--- src/hdl/lmr_map.svh ---
// What this block does
// - Register 08H bits 1:0 read as 11, marking a low-power DDR3 part.
// - Register 08H bits 5:2 report density; 0100 means one gigabit.
// - Register 08H bits 7:6 report width; 00 is x32, 01 is x16.
// - Writing FF, AB or 56 to 0AH starts init, long or short calibration.
// - Writing C3 to 0AH restores default calibration (ZQ reset).
// - Reserved calibration codes are ignored and start nothing.
// - With ZQ tied to the supply, every calibration code is ignored.
// - The init calibration records resistor presence in register 00H.
// - Register 0BH bits 1:0 select DQ termination; reset value disables it.
// - Register 0BH bit 2 keeps termination on in power-down when set.
// - Register 10H bit n blocks refresh of bank n when set.
// - Register 11H bit n blocks refresh of segment n when set.
// - Segment n is the rows whose address bits 12:10 equal n.
// - A read of 20H returns DQ calibration pattern A.
// - A read of 28H returns DQ calibration pattern B.
// - A write to 29H enters command-address training.
// - A write to 30H also enters command-address training.
// - A write to 2AH leaves command-address training.
// - A write to 3FH resets the device; data is don't-care or FC.
`ifndef LMR_MAP_SVH
`define LMR_MAP_SVH
`define LMR_ADDR_INFO 8'h00
`define LMR_ADDR_GEOM 8'h08
`define LMR_ADDR_CAL 8'h0A
`define LMR_ADDR_TERM 8'h0B
`define LMR_ADDR_BANK 8'h10
`define LMR_ADDR_SEG 8'h11
`define LMR_ADDR_PAT_A 8'h20
`define LMR_ADDR_PAT_B 8'h28
`define LMR_ADDR_CAT_IN1 8'h29
`define LMR_ADDR_CAT_OUT 8'h2A
`define LMR_ADDR_CAT_IN2 8'h30
`define LMR_ADDR_RESET 8'h3F
`define LMR_TYPE_LSB 0
`define LMR_TYPE_CODE 2'h3
`define LMR_DENS_LSB 2
`define LMR_DENS_1GB 4'h4
`define LMR_WIDTH_LSB 6
`define LMR_WIDTH_X32 2'h0
`define LMR_WIDTH_X16 2'h1
`define LMR_CAL_INIT 8'hFF
`define LMR_CAL_LONG 8'hAB
`define LMR_CAL_SHORT 8'h56
`define LMR_CAL_ZQRST 8'hC3
`define LMR_TERM_RST 2'h0
`define LMR_PDT_BIT 2
`define LMR_MASK_RST 8'h00
`define LMR_INFO_RZQ_BIT 4
`define LMR_ROW_SEG_LSB 10
`define LMR_CAL_INIT_NS 1000
`define LMR_CAL_LONG_NS 360
`define LMR_CAL_SHORT_NS 90
`define LMR_CLK_NS 5
`endif

--- src/hdl/lmr_pkg.sv ---
package lmr_pkg;
   // Mode register command from the controller
   typedef struct packed {
      logic wr;
      logic rd;
      logic [7:0] addr;
      logic [7:0] data;
   } lmr_cmd_type;
   // Settings that steer the rest of the device
   typedef struct packed {
      logic [1:0] dq_term;
      logic pd_term;
      logic [7:0] bank_mask;
      logic [7:0] seg_mask;
   } lmr_cfg_type;
   typedef enum logic [1:0] {
      LMR_CAL_IDLE = 2'h0,
      LMR_CAL_RUN = 2'h1,
      LMR_CAL_DONE = 2'h3
   } lmr_cal_state_type;
   typedef enum logic [1:0] {
      LMR_KIND_NONE = 2'h0,
      LMR_KIND_INIT = 2'h1,
      LMR_KIND_LONG = 2'h2,
      LMR_KIND_SHORT = 2'h3
   } lmr_cal_kind_type;
endpackage

--- src/hdl/lmr_mode_regs.sv ---
`timescale 1ns/1ps
`include "lmr_map.svh"
module lmr_mode_regs #(
   parameter logic [3:0] DENSITY = `LMR_DENS_1GB,
   parameter logic [1:0] IO_WIDTH = `LMR_WIDTH_X32,
   parameter logic [7:0] PAT_A = 8'h55,
   parameter logic [7:0] PAT_B = 8'h3C
) (
   input wire logic sys_clk,
   input wire logic nrst,
   input wire lmr_pkg::lmr_cmd_type cmd,
   input wire logic zq_tied_to_supply,
   input wire logic [12:0] refresh_row,
   input wire logic [2:0] refresh_bank,
   output lmr_pkg::lmr_cfg_type cfg,
   output logic [7:0] rd_data,
   output logic rd_valid,
   output logic cal_busy,
   output logic rzq_connected,
   output logic ca_training,
   output logic refresh_allow,
   output logic soft_reset
);
   lmr_pkg::lmr_cfg_type cfg_q, cfg_d;
   logic ca_q, ca_d;
   logic rst_q, rst_d;
   logic rzq_q, rzq_d;
   logic rdv_q, rdv_d;
   logic pat_q, pat_d;
   logic pat_sel_b;
   logic [7:0] reg_q, reg_d;
   logic allow_q, allow_d;
   logic busy_q;
   logic cal_start;
   logic init_pending_q, init_pending_d;
   lmr_pkg::lmr_cal_kind_type cal_kind;
   logic eng_busy, eng_done;
   logic [7:0] pat_rdata;
   logic wr;

   assign wr = cmd.wr;

   // Classify a calibration code; reserved codes map to none
   function automatic lmr_pkg::lmr_cal_kind_type cal_decode(input logic [7:0] code);
      unique case (code)
         `LMR_CAL_INIT: cal_decode = lmr_pkg::LMR_KIND_INIT;
         `LMR_CAL_LONG: cal_decode = lmr_pkg::LMR_KIND_LONG;
         `LMR_CAL_SHORT: cal_decode = lmr_pkg::LMR_KIND_SHORT;
         default: cal_decode = lmr_pkg::LMR_KIND_NONE;
      endcase
   endfunction

   // Geometry word built from the read-only fields
   function automatic logic [7:0] geom_word();
      logic [7:0] w;
      w = 8'h00;
      w[`LMR_TYPE_LSB +: 2] = `LMR_TYPE_CODE;
      w[`LMR_DENS_LSB +: 4] = DENSITY;
      w[`LMR_WIDTH_LSB +: 2] = IO_WIDTH;
      geom_word = w;
   endfunction

   // Calibration launch
   always_comb begin
      cal_kind = cal_decode(cmd.data);
      // defined codes only, ZQ not tied
      cal_start = wr && (cmd.addr == `LMR_ADDR_CAL) && !zq_tied_to_supply &&
                  (cal_kind != lmr_pkg::LMR_KIND_NONE);
   end

   lmr_cal_engine #(
      .CNT_W(8)
   ) u_cal (
      .sys_clk(sys_clk),
      .nrst(nrst),
      .start(cal_start),
      .kind(cal_kind),
      .busy(eng_busy),
      .done(eng_done)
   );

   lmr_pattern_rom #(
      .PAT_A(PAT_A),
      .PAT_B(PAT_B)
   ) u_pat (
      .sys_clk(sys_clk),
      .nrst(nrst),
      .sel_b(pat_sel_b),
      .rdata(pat_rdata)
   );

   // Writable state; unmapped or read-only addresses fall through unchanged
   always_comb begin
      cfg_d = cfg_q;
      ca_d = ca_q;
      rst_d = 1'b0;
      rzq_d = rzq_q;
      init_pending_d = init_pending_q;
      if (wr) begin
         unique case (cmd.addr)
            `LMR_ADDR_CAL: if (cmd.data == `LMR_CAL_ZQRST && !zq_tied_to_supply) begin
               rzq_d = 1'b0;
               init_pending_d = 1'b0;
            end
            `LMR_ADDR_TERM: begin
               cfg_d.dq_term = cmd.data[1:0];
               cfg_d.pd_term = cmd.data[`LMR_PDT_BIT];
            end
            `LMR_ADDR_BANK: cfg_d.bank_mask = cmd.data;
            `LMR_ADDR_SEG: cfg_d.seg_mask = cmd.data;
            `LMR_ADDR_CAT_IN1, `LMR_ADDR_CAT_IN2: ca_d = 1'b1;
            `LMR_ADDR_CAT_OUT: ca_d = 1'b0;
            `LMR_ADDR_RESET: begin
               rst_d = 1'b1;
               cfg_d.dq_term = `LMR_TERM_RST;
               cfg_d.pd_term = 1'b0;
               cfg_d.bank_mask = `LMR_MASK_RST;
               cfg_d.seg_mask = `LMR_MASK_RST;
               ca_d = 1'b0;
            end
            default: cfg_d = cfg_q;
         endcase
      end
      // record resistor presence when init calibration completes
      // After the write decode, so a finishing init beats a same-cycle ZQ reset
      if (eng_done && init_pending_q) begin
         rzq_d = 1'b1;
         init_pending_d = 1'b0;
      end
      // A new start comes last, so its pending mark survives an old completion
      if (cal_start) begin
         init_pending_d = (cal_kind == lmr_pkg::LMR_KIND_INIT);
      end
   end

   // Read path; pattern words arrive one cycle later through the pattern memory
   always_comb begin
      rdv_d = cmd.rd;
      pat_sel_b = (cmd.addr == `LMR_ADDR_PAT_B);
      // pattern reads take the memory path
      pat_d = cmd.rd && ((cmd.addr == `LMR_ADDR_PAT_A) || pat_sel_b);
      if (pat_q) begin
         // Extra cycle keeps the read data leaving straight from a register
         reg_d = pat_rdata;
      end else begin
         unique case (cmd.addr)
            `LMR_ADDR_GEOM: reg_d = geom_word();
            `LMR_ADDR_INFO: reg_d = 8'(rzq_q) << `LMR_INFO_RZQ_BIT;
            default: reg_d = 8'h00;
         endcase
      end
   end

   // segment from row bits 12:10, and bank mask together
   always_comb begin
      allow_d = !cfg_q.bank_mask[refresh_bank] &&
                !cfg_q.seg_mask[refresh_row[`LMR_ROW_SEG_LSB +: 3]];
   end

   always_ff @(posedge sys_clk or negedge nrst) begin
      if (!nrst) begin
         cfg_q <= '0;
         ca_q <= 1'b0;
         rst_q <= 1'b0;
         rzq_q <= 1'b0;
         init_pending_q <= 1'b0;
         rdv_q <= 1'b0;
         pat_q <= 1'b0;
         reg_q <= 8'h00;
         allow_q <= 1'b1;
         busy_q <= 1'b0;
      end else begin
         cfg_q <= cfg_d;
         ca_q <= ca_d;
         rst_q <= rst_d;
         rzq_q <= rzq_d;
         init_pending_q <= init_pending_d;
         rdv_q <= rdv_d;
         pat_q <= pat_d;
         reg_q <= reg_d;
         allow_q <= allow_d;
         busy_q <= eng_busy;
      end
   end

   assign cfg = cfg_q;
   assign rd_data = reg_q;
   assign rd_valid = rdv_q;
   assign cal_busy = busy_q;
   assign rzq_connected = rzq_q;
   assign ca_training = ca_q;
   assign refresh_allow = allow_q;
   assign soft_reset = rst_q;
endmodule // lmr_mode_regs

--- src/hdl/lmr_cal_engine.sv ---
`timescale 1ns/1ps
`include "lmr_map.svh"
module lmr_cal_engine #(
   parameter int CNT_W = 8
) (
   input wire logic sys_clk,
   input wire logic nrst,
   input wire logic start,
   input wire lmr_pkg::lmr_cal_kind_type kind,
   output logic busy,
   output logic done
);
   localparam logic [CNT_W-1:0] INIT_CYC = CNT_W'(`LMR_CAL_INIT_NS / `LMR_CLK_NS);
   localparam logic [CNT_W-1:0] LONG_CYC = CNT_W'(`LMR_CAL_LONG_NS / `LMR_CLK_NS);
   localparam logic [CNT_W-1:0] SHORT_CYC = CNT_W'(`LMR_CAL_SHORT_NS / `LMR_CLK_NS);
   lmr_pkg::lmr_cal_state_type state_q, state_d;
   logic [CNT_W-1:0] cnt_q, cnt_d;

   // Length of each calibration kind
   function automatic logic [CNT_W-1:0] cal_len(input lmr_pkg::lmr_cal_kind_type k);
      unique case (k)
         lmr_pkg::LMR_KIND_INIT: cal_len = INIT_CYC;
         lmr_pkg::LMR_KIND_LONG: cal_len = LONG_CYC;
         default: cal_len = SHORT_CYC;
      endcase
   endfunction

   // Count down the calibration latency; a new start restarts it
   always_comb begin
      state_d = state_q;
      cnt_d = cnt_q;
      if (start) begin
         state_d = lmr_pkg::LMR_CAL_RUN;
         cnt_d = cal_len(kind);
      end else begin
         unique case (state_q)
            lmr_pkg::LMR_CAL_IDLE: state_d = lmr_pkg::LMR_CAL_IDLE;
            lmr_pkg::LMR_CAL_RUN: begin
               cnt_d = cnt_q - CNT_W'(1);
               if (cnt_q == CNT_W'(1)) begin
                  state_d = lmr_pkg::LMR_CAL_DONE;
               end
            end
            lmr_pkg::LMR_CAL_DONE: state_d = lmr_pkg::LMR_CAL_IDLE;
            default: state_d = lmr_pkg::LMR_CAL_IDLE;
         endcase
      end
   end

   always_ff @(posedge sys_clk or negedge nrst) begin
      if (!nrst) begin
         state_q <= lmr_pkg::LMR_CAL_IDLE;
         cnt_q <= '0;
      end else begin
         state_q <= state_d;
         cnt_q <= cnt_d;
      end
   end

   assign busy = (state_q == lmr_pkg::LMR_CAL_RUN);
   assign done = (state_q == lmr_pkg::LMR_CAL_DONE);
endmodule // lmr_cal_engine

--- src/hdl/lmr_pattern_rom.sv ---
`timescale 1ns/1ps
module lmr_pattern_rom #(
   parameter logic [7:0] PAT_A = 8'h55,
   parameter logic [7:0] PAT_B = 8'h3C
) (
   input wire logic sys_clk,
   input wire logic nrst,
   input wire logic sel_b,
   output logic [7:0] rdata
);
   logic [7:0] rdata_q, rdata_d;

   // Pattern choice; read data leave from a register
   always_comb begin
      rdata_d = sel_b ? PAT_B : PAT_A;
   end

   always_ff @(posedge sys_clk or negedge nrst) begin
      if (!nrst) begin
         rdata_q <= 8'h00;
      end else begin
         rdata_q <= rdata_d;
      end
   end

   assign rdata = rdata_q;
endmodule // lmr_pattern_rom

--- config.mk ---
export PLATFORM = sky130hd
export DESIGN_NAME = lmr_mode_regs
export DESIGN_NICKNAME = d
export VERILOG_FILES = /design/src/hdl/lmr_pkg.sv /design/src/hdl/lmr_mode_regs.sv /design/src/hdl/lmr_cal_engine.sv /design/src/hdl/lmr_pattern_rom.sv
export VERILOG_INCLUDE_DIRS = /design/src /design/src/hdl
export SDC_FILE = /design/constraint.sdc
export NUM_CORES = 1
export LEC_CHECK = 0
export BUFFER_PORTS_ARGS = -buffer_cell sky130_fd_sc_hd__clkbuf_2
export CORE_ASPECT_RATIO = 0.8
export CORE_UTILIZATION = 55
export CTS_CLUSTER_DIAMETER = 40
export DETAILED_ROUTE_END_ITERATION = 8
export PLACE_DENSITY = 0.85
export SKIP_CTS_REPAIR_TIMING = 1
export SYNTH_ARGS = -nofsm -noshare
export SYNTH_HDL_FRONTEND = slang
export SYNTH_HIERARCHICAL = 1
export SYNTH_SLANG_ARGS = --single-unit
--- constraint.sdc ---
create_clock -name sys_clk -period 4.59 [get_ports sys_clk]
set_input_delay 0.2295 -clock sys_clk [delete_from_list [all_inputs] [get_ports sys_clk]]
set_output_delay 0.2295 -clock sys_clk [all_outputs]
set_load 0.01 [all_outputs]
==> results.py, run 1 <==
metrics = {
    "detailed_routing": {
        "wl_per_cell_um": 14.9,
        "drc": 0,
        "m1WireLength_mm": 2.11,
        "wl_met3_um": 298,
        "drtIter0Drc": 79,
        "dr_total_vias": 1741,
        "ant_nets": 0,
        "wl_met2_mm": 2.11,
        "top_layer_used": "met4",
        "drt_wl_total_mm": 4.60,
        "avgViaCountPerCell": 5.65,
        "drt_first_pass_iters": 4,
    },
    "timing": {
        "hold_slack_ps": 0.808,
        "fin_tns_setup_ps": 0,
        "max_freq_mhz": 440,
        "setup-violations-final": 0,
        "rsz0062_at_grt": "false",
        "timing.final.ws_setup_ps": 2320,
        "post-route-period-util": 0.495,
        "post-route-min-period_ps": 2270,
        "final-max-slew-violation-count": 0,
        "hold_viol": 0,
        "tightestPinTransition_ps": 814,
        "fin_skew_ps": 4.61,
        "relSlewSlack": 0.455,
    },
    "clock_network": {
        "ctsLongestPathBuffers": 2,
        "h-tree-depth": 2,
        "cts_num_sinks": 48,
        "cts_buffers": 5,
        "clk_latency_ps": 310,
        "cts_tree": "built",
        "clkTransAtPathRegs_ps": 90,
        "cts-root-buf": "clkbuf_8",
    },
    "placement": {
        "place_inst": 300,
        "dpl_worst_slack_ps": 2000,
        "gp_congestion": 0.819,
        "port_buffers": 59,
        "place_area_um2": 2600,
        "dpl.hpwl_mm": 3.36,
    },
    "floorplanning": {
        "start_util": 0.592,
        "die-area_um2": 4460,
        "die_h_um": 60.0,
        "die_w_um": 74.5,
        "ioPinCount": 70,
        "design.core.area_um2": 3900,
        "row_count": 20,
    },
    "cells_and_area": {
        "stdcell_count": 308,
        "stdcell_area_um2": 2720,
        "multi_input_area_um2": 1000,
        "area_growth_pct": 17.6,
        "final_net_count": 292,
        "fin_util": 0.696,
        "diodes": 0,
        "layout-drive-gt1-share": 0.340,
        "regArea_um2": 1200,
        "final.fill_count": 282,
    },
    "synth": {
        "async_flop_share": 1.00,
        "synth_top_family_by_area": "simple AND/OR/NAND/NOR gates",
        "synth-compound-area-share": 0.148,
        "yosys.area_share.simple": 0.209,
        "synth_edf_count": 0,
        "syn_area_um2": 2310,
        "avgSynthCellArea_um2": 11.6,
        "yosys_warnings": 6,
        "seq_area_frac_synth": 0.521,
        "synthFlopType": "dfrtp_1",
        "ys_types": 57,
        "synthXorXnorAreaFrac": 0.00758,
        "synthMuxAreaShare": 0.0488,
        "synth-seq-cells": 48,
        "syn_inst": 199,
        "synth_fa_ha_area_frac": 0.0163,
    },
    "critical_path": {
        "ff2ff_path_depth": 3,
        "crit_fanout": 10,
        "critical_path_required_ps": 4780,
        "critical_path_arrival_ps": 2460,
        "setup.worst_path.class": "input pin to flip-flop",
        "cp-start-kind": "input pin",
        "r2r_slack_ps": 2870,
        "endpoint_kind": "flip-flop",
    },
    "grt": {
        "grt_start_max_net_pins": 49,
        "grt_pass1_wl_mm": 7.56,
        "grt_pass1_vias": 1599,
        "track_usage": 0.236,
        "grt_overflow": 0,
        "antenna_found_initial": 0,
    },
    "power": {
        "seq_power_share": 0.534,
        "leakagePower_nw": 1.30,
        "combPwrFrac": 0.091,
        "power.total_mw": 0.830,
        "p_clk_frac": 0.375,
        "power_density_nw_per_um2": 306,
        "p_sw_mw": 0.198,
        "internal-power_mw": 0.632,
        "peakVddDrop_v": 0.000210,
        "power_switching_share": 0.239,
    },
    "worst_hold_path": {
        "hold_class": "input pin to asynchronous set/reset pin",
    },
    "status": {
        "outcome": "finished clean",
    },
    "job": {
        "drv_cap": 0,
    },
}
[power groups by stage]
stage               registers, mW  clock network, mW  logic [mW]
floorplan                   0.455                  0      0.0329
global placement            0.451                  0      0.0738
detailed placement          0.451                  0      0.0759
CTS                         0.443              0.318      0.0760
global route                0.445              0.336      0.0830
finish                      0.444              0.311      0.0753
[synthesized netlist by cell type, drive strengths merged (4+ instances only)]
cell type  number  area, µm²
a22o           19        166
and2            6       37.5
buf            11       70.1
clkbuf          4       15.0
dfrtp          47       1180
inv             6       22.5
mux4            4       90.1
nand2          11       41.3
nand3           7       35.0
nand4           5       37.5
nor2           12       47.6
nor3            4       20.0
nor4            4       40.0
o21ai           4       23.8
or2             5       31.3
or3             4       30.0
or4             4       33.8
[layout make-up]
cell class | instances | area share
clock buffer | 5 | 0.0253
clock inverter | 3 | 0.0171
inverter | 6 | 0.00829
multi-input combinational | 131 | 0.370
sequential | 48 | 0.443
tap | 55 | 0.0253
timing repair buffer | 60 | 0.112
[cells in the final DEF (no fill, tap or decap), drive strengths merged, types with 5 or more instances in the layout]
cell type  instances
and2               6
inv                7
nor2              12
a22o              19
nand2             11
or2                5
dfrtp             47
nand3              7
nand4              5
clkbuf            64
[state kept, by name, indices dropped and copies added (netlist names)]
register and flops:
rd_valid 1, u_cal/state_q 2, cal_busy 1, pat_q 1
init_pending_q 1, refresh_allow 1, rzq_connected 1, u_pat/rdata 3
u_cal/cnt_q 8, rd_data 8, cfg 19, soft_reset 1
ca_training 1
[per-layer routing]
layer | track usage | up-vias
li1 | - | 830
met4 | 0.0809 | 0
met3 | 0.0742 | 9
met1 | 0.323 | 837
met5 | 0 | -
met2 | 0.358 | 65
[worst paths after layout]
check	startpoint	end
worst min-delay path	nrst	cal_busy$_DFF_PN0_
worst max-delay path	cmd[2]	u_cal/cnt_q[4]$_DFFE_PN0P_
worst min register to register	init_pending_q$_DFFE_PN0P_	rzq_connected$_DFFE_PN0P_
worst max register to register	u_cal/state_q[1]$_DFFE_PN0P_	u_cal/cnt_q[7]$_DFFE_PN0P_
min in group sys_clk	cmd[16]	rd_valid$_DFF_PN0_
max in group asynchronous	nrst	cfg[16]$_DFFE_PN0P_
[kinds of logic (layout without fill, tap and decap cells)]
kind of cell | count (synthesis) | count (layout)
other | 2 | 3
AO/OA/AOI/OAI | 41 | 41
multiplexers | 6 | 6
buffers and inverters | 21 | 74
AND/OR/NAND/NOR | 76 | 76
adder cells (fa/ha/maj) | 3 | 3
flip-flops | 48 | 48
XOR/XNOR | 2 | 2
[critical path, stage by stage]
cell and delay [ps]:
clkbuf_2 140, or4b_1 550, or3_4 370, a31oi_1 680, inv_1 200, o311ai_0 160
nand3_1 120
No activity file was read; power rests on OpenSTA's default activity.
==> inputs of run 2 (changes only) <==
--- a/config.mk
+++ b/config.mk
@@ -6,12 +6,13 @@
 export SDC_FILE = /design/constraint.sdc
 export NUM_CORES = 1
 export LEC_CHECK = 0
+export ABC_AREA = 1
 export BUFFER_PORTS_ARGS = -buffer_cell sky130_fd_sc_hd__clkbuf_2
 export CORE_ASPECT_RATIO = 0.8
-export CORE_UTILIZATION = 55
+export CORE_UTILIZATION = 47
 export CTS_CLUSTER_DIAMETER = 40
 export DETAILED_ROUTE_END_ITERATION = 8
-export PLACE_DENSITY = 0.85
+export PLACE_DENSITY = 0.76
 export SKIP_CTS_REPAIR_TIMING = 1
 export SYNTH_ARGS = -nofsm -noshare
 export SYNTH_HDL_FRONTEND = slang
==> constraint.sdc (replaced) <==
create_clock -name sys_clk -period 2.05 [get_ports sys_clk]
set_input_delay 0.1025 -clock sys_clk [delete_from_list [all_inputs] [get_ports sys_clk]]
set_output_delay 0.1025 -clock sys_clk [all_outputs]
set_load 0.01 [all_outputs]
==> run 2 against run 1 <==
Against the previous run:
- the run now ends with DRC left
- sequential share of layout area fell by 4.2 points
- first-iteration DRC count rose by 100%
- hold slack improved by 14 ps
- combinational power grew to 2.7 times the previous value
- core utilization fell by 11 points
- via count rose by 25%
- total power is 120% higher
- design area is 10% higher
- critical path depth grew 5
- die area increased by 29%
- wire length up 15%
- sequential power up 120%
- critical path type unchanged
==> results.py, run 2 <==
metrics = {
    "cells_and_area": {
        "stdcell_area_um2": 3000,
        "final_net_count": 420,
        "final_common_cell": "nand2_1",
        "final.fill_count": 484,
        "diodes": 0,
        "mostFrequentLayoutCells": "nand2_1 (77), clkbuf_2 (59), dfrtp_1 (47), inv_1 (38), nand3_1 (38)",
        "area_growth_pct": 16.6,
        "largest_reg_flops": 19,
        "layout-drive-gt1-share": 0.273,
    },
    "clock_network": {
        "h-tree-depth": 2,
        "cts_buffers": 5,
        "clkTransAtPathRegs_ps": 90,
        "ctsLongestPathBuffers": 2,
        "cts-root-buf": "clkbuf_8",
        "cts_num_sinks": 48,
        "cts_tree": "built",
        "clk_latency_ps": 310,
    },
    "timing": {
        "final-max-slew-violation-count": 0,
        "tightestPinTransition_ps": 547,
        "post-route-min-period_ps": 1290,
        "max_freq_mhz": 776,
        "setup-violations-final": 0,
        "post-route-period-util": 0.629,
        "fin_tns_setup_ps": 0,
        "relSlewSlack": 0.636,
        "fin_skew_ps": 9.85,
        "rsz0062_at_grt": "false",
        "hold_viol": 0,
    },
    "synth": {
        "yosys_warnings": 6,
        "synth-seq-cells": 48,
        "ys_types": 31,
        "synth_common_cells": "nand2_1 (77), dfrtp_1 (47), inv_1 (38), nand3_1 (38), nor2_1 (23)",
        "syn_inst": 320,
        "async_flop_share": 1.00,
        "seq_area_frac_synth": 0.468,
        "avgSynthCellArea_um2": 8.04,
        "yosysTopAreaCellShare": 0.457,
        "synthTopCellsByArea": "dfrtp_1 (46%), nand2_1 (11%), nand3_1 (7.4%)",
        "synthFlopType": "dfrtp_1",
        "synth_edf_count": 0,
        "synth_most_common_cell": "nand2_1",
        "syn_area_um2": 2570,
        "yosys.area.top_type": "dfrtp_1",
    },
    "detailed_routing": {
        "drt_wl_total_mm": 5.27,
        "wl_per_cell_um": 11.9,
        "drc": 5,
        "drtIter0Drc": 159,
        "drt_first_pass_iters": 9,
        "dr_total_vias": 2172,
        "avgViaCountPerCell": 4.90,
        "ant_nets": 0,
    },
    "placement": {
        "port_buffers": 59,
        "dpl.hpwl_mm": 4.16,
        "gp_congestion": 0.893,
        "place_area_um2": 2880,
    },
    "grt": {
        "met3_usage": 0.0422,
        "grtUsageMet1": 0.259,
        "track_usage": 0.197,
        "grt_start_max_net_pins": 29,
        "grt_pass1_vias": 1873,
        "grt_pass1_wl_mm": 8.65,
        "busiest_layer": "met2",
        "grt_overflow": 0,
        "antenna_found_initial": 0,
        "grt_use_met2": 0.319,
    },
    "job": {
        "drv_cap": 0,
    },
    "power": {
        "leakagePower_nw": 1.59,
        "power_density_nw_per_um2": 597,
        "peakVddDrop_v": 0.000338,
    },
    "status": {
        "outcome": "complete, but fails checks",
        "violations": "DRC",
    },
    "critical_path": {
        "path_common_cell": "nand2_1",
        "critical_path_arrival_ps": 1490,
        "critical_path_required_ps": 2250,
        "critical-path-max-stage-delay_ps": 260,
        "setup.worst_path.class": "input pin to flip-flop",
        "endpoint_kind": "flip-flop",
        "crit_fanout": 5,
        "cp-start-kind": "input pin",
        "path_cells": "clkbuf_2, inv_2, nor2_2, nand2_1, nor3_1, nand2_1, inv_1, inv_2, nand2_4, o21ai_0, inv_1, nand2_1",
        "slowest_stage": "nor3_1",
    },
    "floorplanning": {
        "start_util": 0.502,
        "ioPinCount": 70,
        "design.core.area_um2": 5120,
        "die_h_um": 68.2,
        "row_count": 23,
        "die-area_um2": 5770,
        "die_w_um": 84.7,
    },
    "worst_hold_path": {
        "hold_class": "input pin to flip-flop",
    },
}
## run 2: where the power goes
part,total [mW],internal [mW],switching (mW)
sequential,0.995,0.974,0.0205
combinational,0.206,0.0788,0.127
clock,0.590,0.273,0.317
total,1.79,1.33,0.465
## run 2: final cells by class
| cell class | count | area (µm²) | area share |
|---|---|---|---|
| inverters | 47 | 176 | 0.0588 |
| clock buffers | 6 | 82.6 | 0.0275 |
| well taps | 62 | 77.6 | 0.0259 |
| flip-flops and latches | 48 | 1200 | 0.401 |
| multi-input cells | 216 | 1110 | 0.370 |
| repair buffers | 62 | 335 | 0.112 |
| clock inverters | 2 | 15.0 | 0.00501 |
## run 2: stage by stage
stage | util | power, mW | hold WS [ps] | setup WS (ps) | instances
6_report | 0.585 | 1.79 | 14.8 | 761 | 443
5_1_grt | 0.585 | 1.90 | 7.47 | 582 | 443
4_1_cts | 0.582 | 1.82 | -223 | 756 | 441
3_5_place_dp | 0.563 | 1.22 | 115 | 439 | 433
3_3_place_gp | 0.563 | 1.21 | 114 | 458 | 433
2_1_floorplan | - | 1.11 | -193 | 781 | 321
## run 2: kinds of logic (layout without fill, tap and decap cells)
family          after synthesis  after routing  synth area share
flops                        48             48             0.468
xor+xnor                      2              2           0.00681
compound gates               40             40            0.0900
buf+inv                      57            117             0.102
fa+ha+maj                     3              3            0.0146
other cells                   2              3           0.00292
simple gates                168            168             0.316
## run 2: critical path: cells and delay by family
kind	cells	cell delay (ps)
simple gates	6	800
buf+inv	5	490
compound gates	1	90
## run 2: worst paths after layout
kind / startpoint / slack [ps] / to / cells after the start
max: cmd[11] / 760 / u_cal/cnt_q[7]$_DFFE_PN0P_ / 12
min: refresh_row[12] / 10 / refresh_allow$_DFF_PN1_ / 3
max reg2reg: u_cal/cnt_q[0]$_DFFE_PN0P_ / 840 / u_cal/cnt_q[2]$_DFFE_PN0P_ / 6
min reg2reg: u_pat/rdata[4]$_DFF_PN0_ / 470 / rd_data[2]$_DFF_PN0_ / 2
max in group asynchronous: nrst / 1140 / refresh_allow$_DFF_PN1_ / 3
min in group asynchronous: nrst / 310 / cfg[10]$_DFFE_PN0P_ / 2
## run 2: routing by layer
layer / part of all wire / vias up
met2: 0.47 / 58
met1: 0.47 / 971
met4: 0.013 / 0
li1: - / 1137
met3: 0.052 / 6
met5: 0 / -
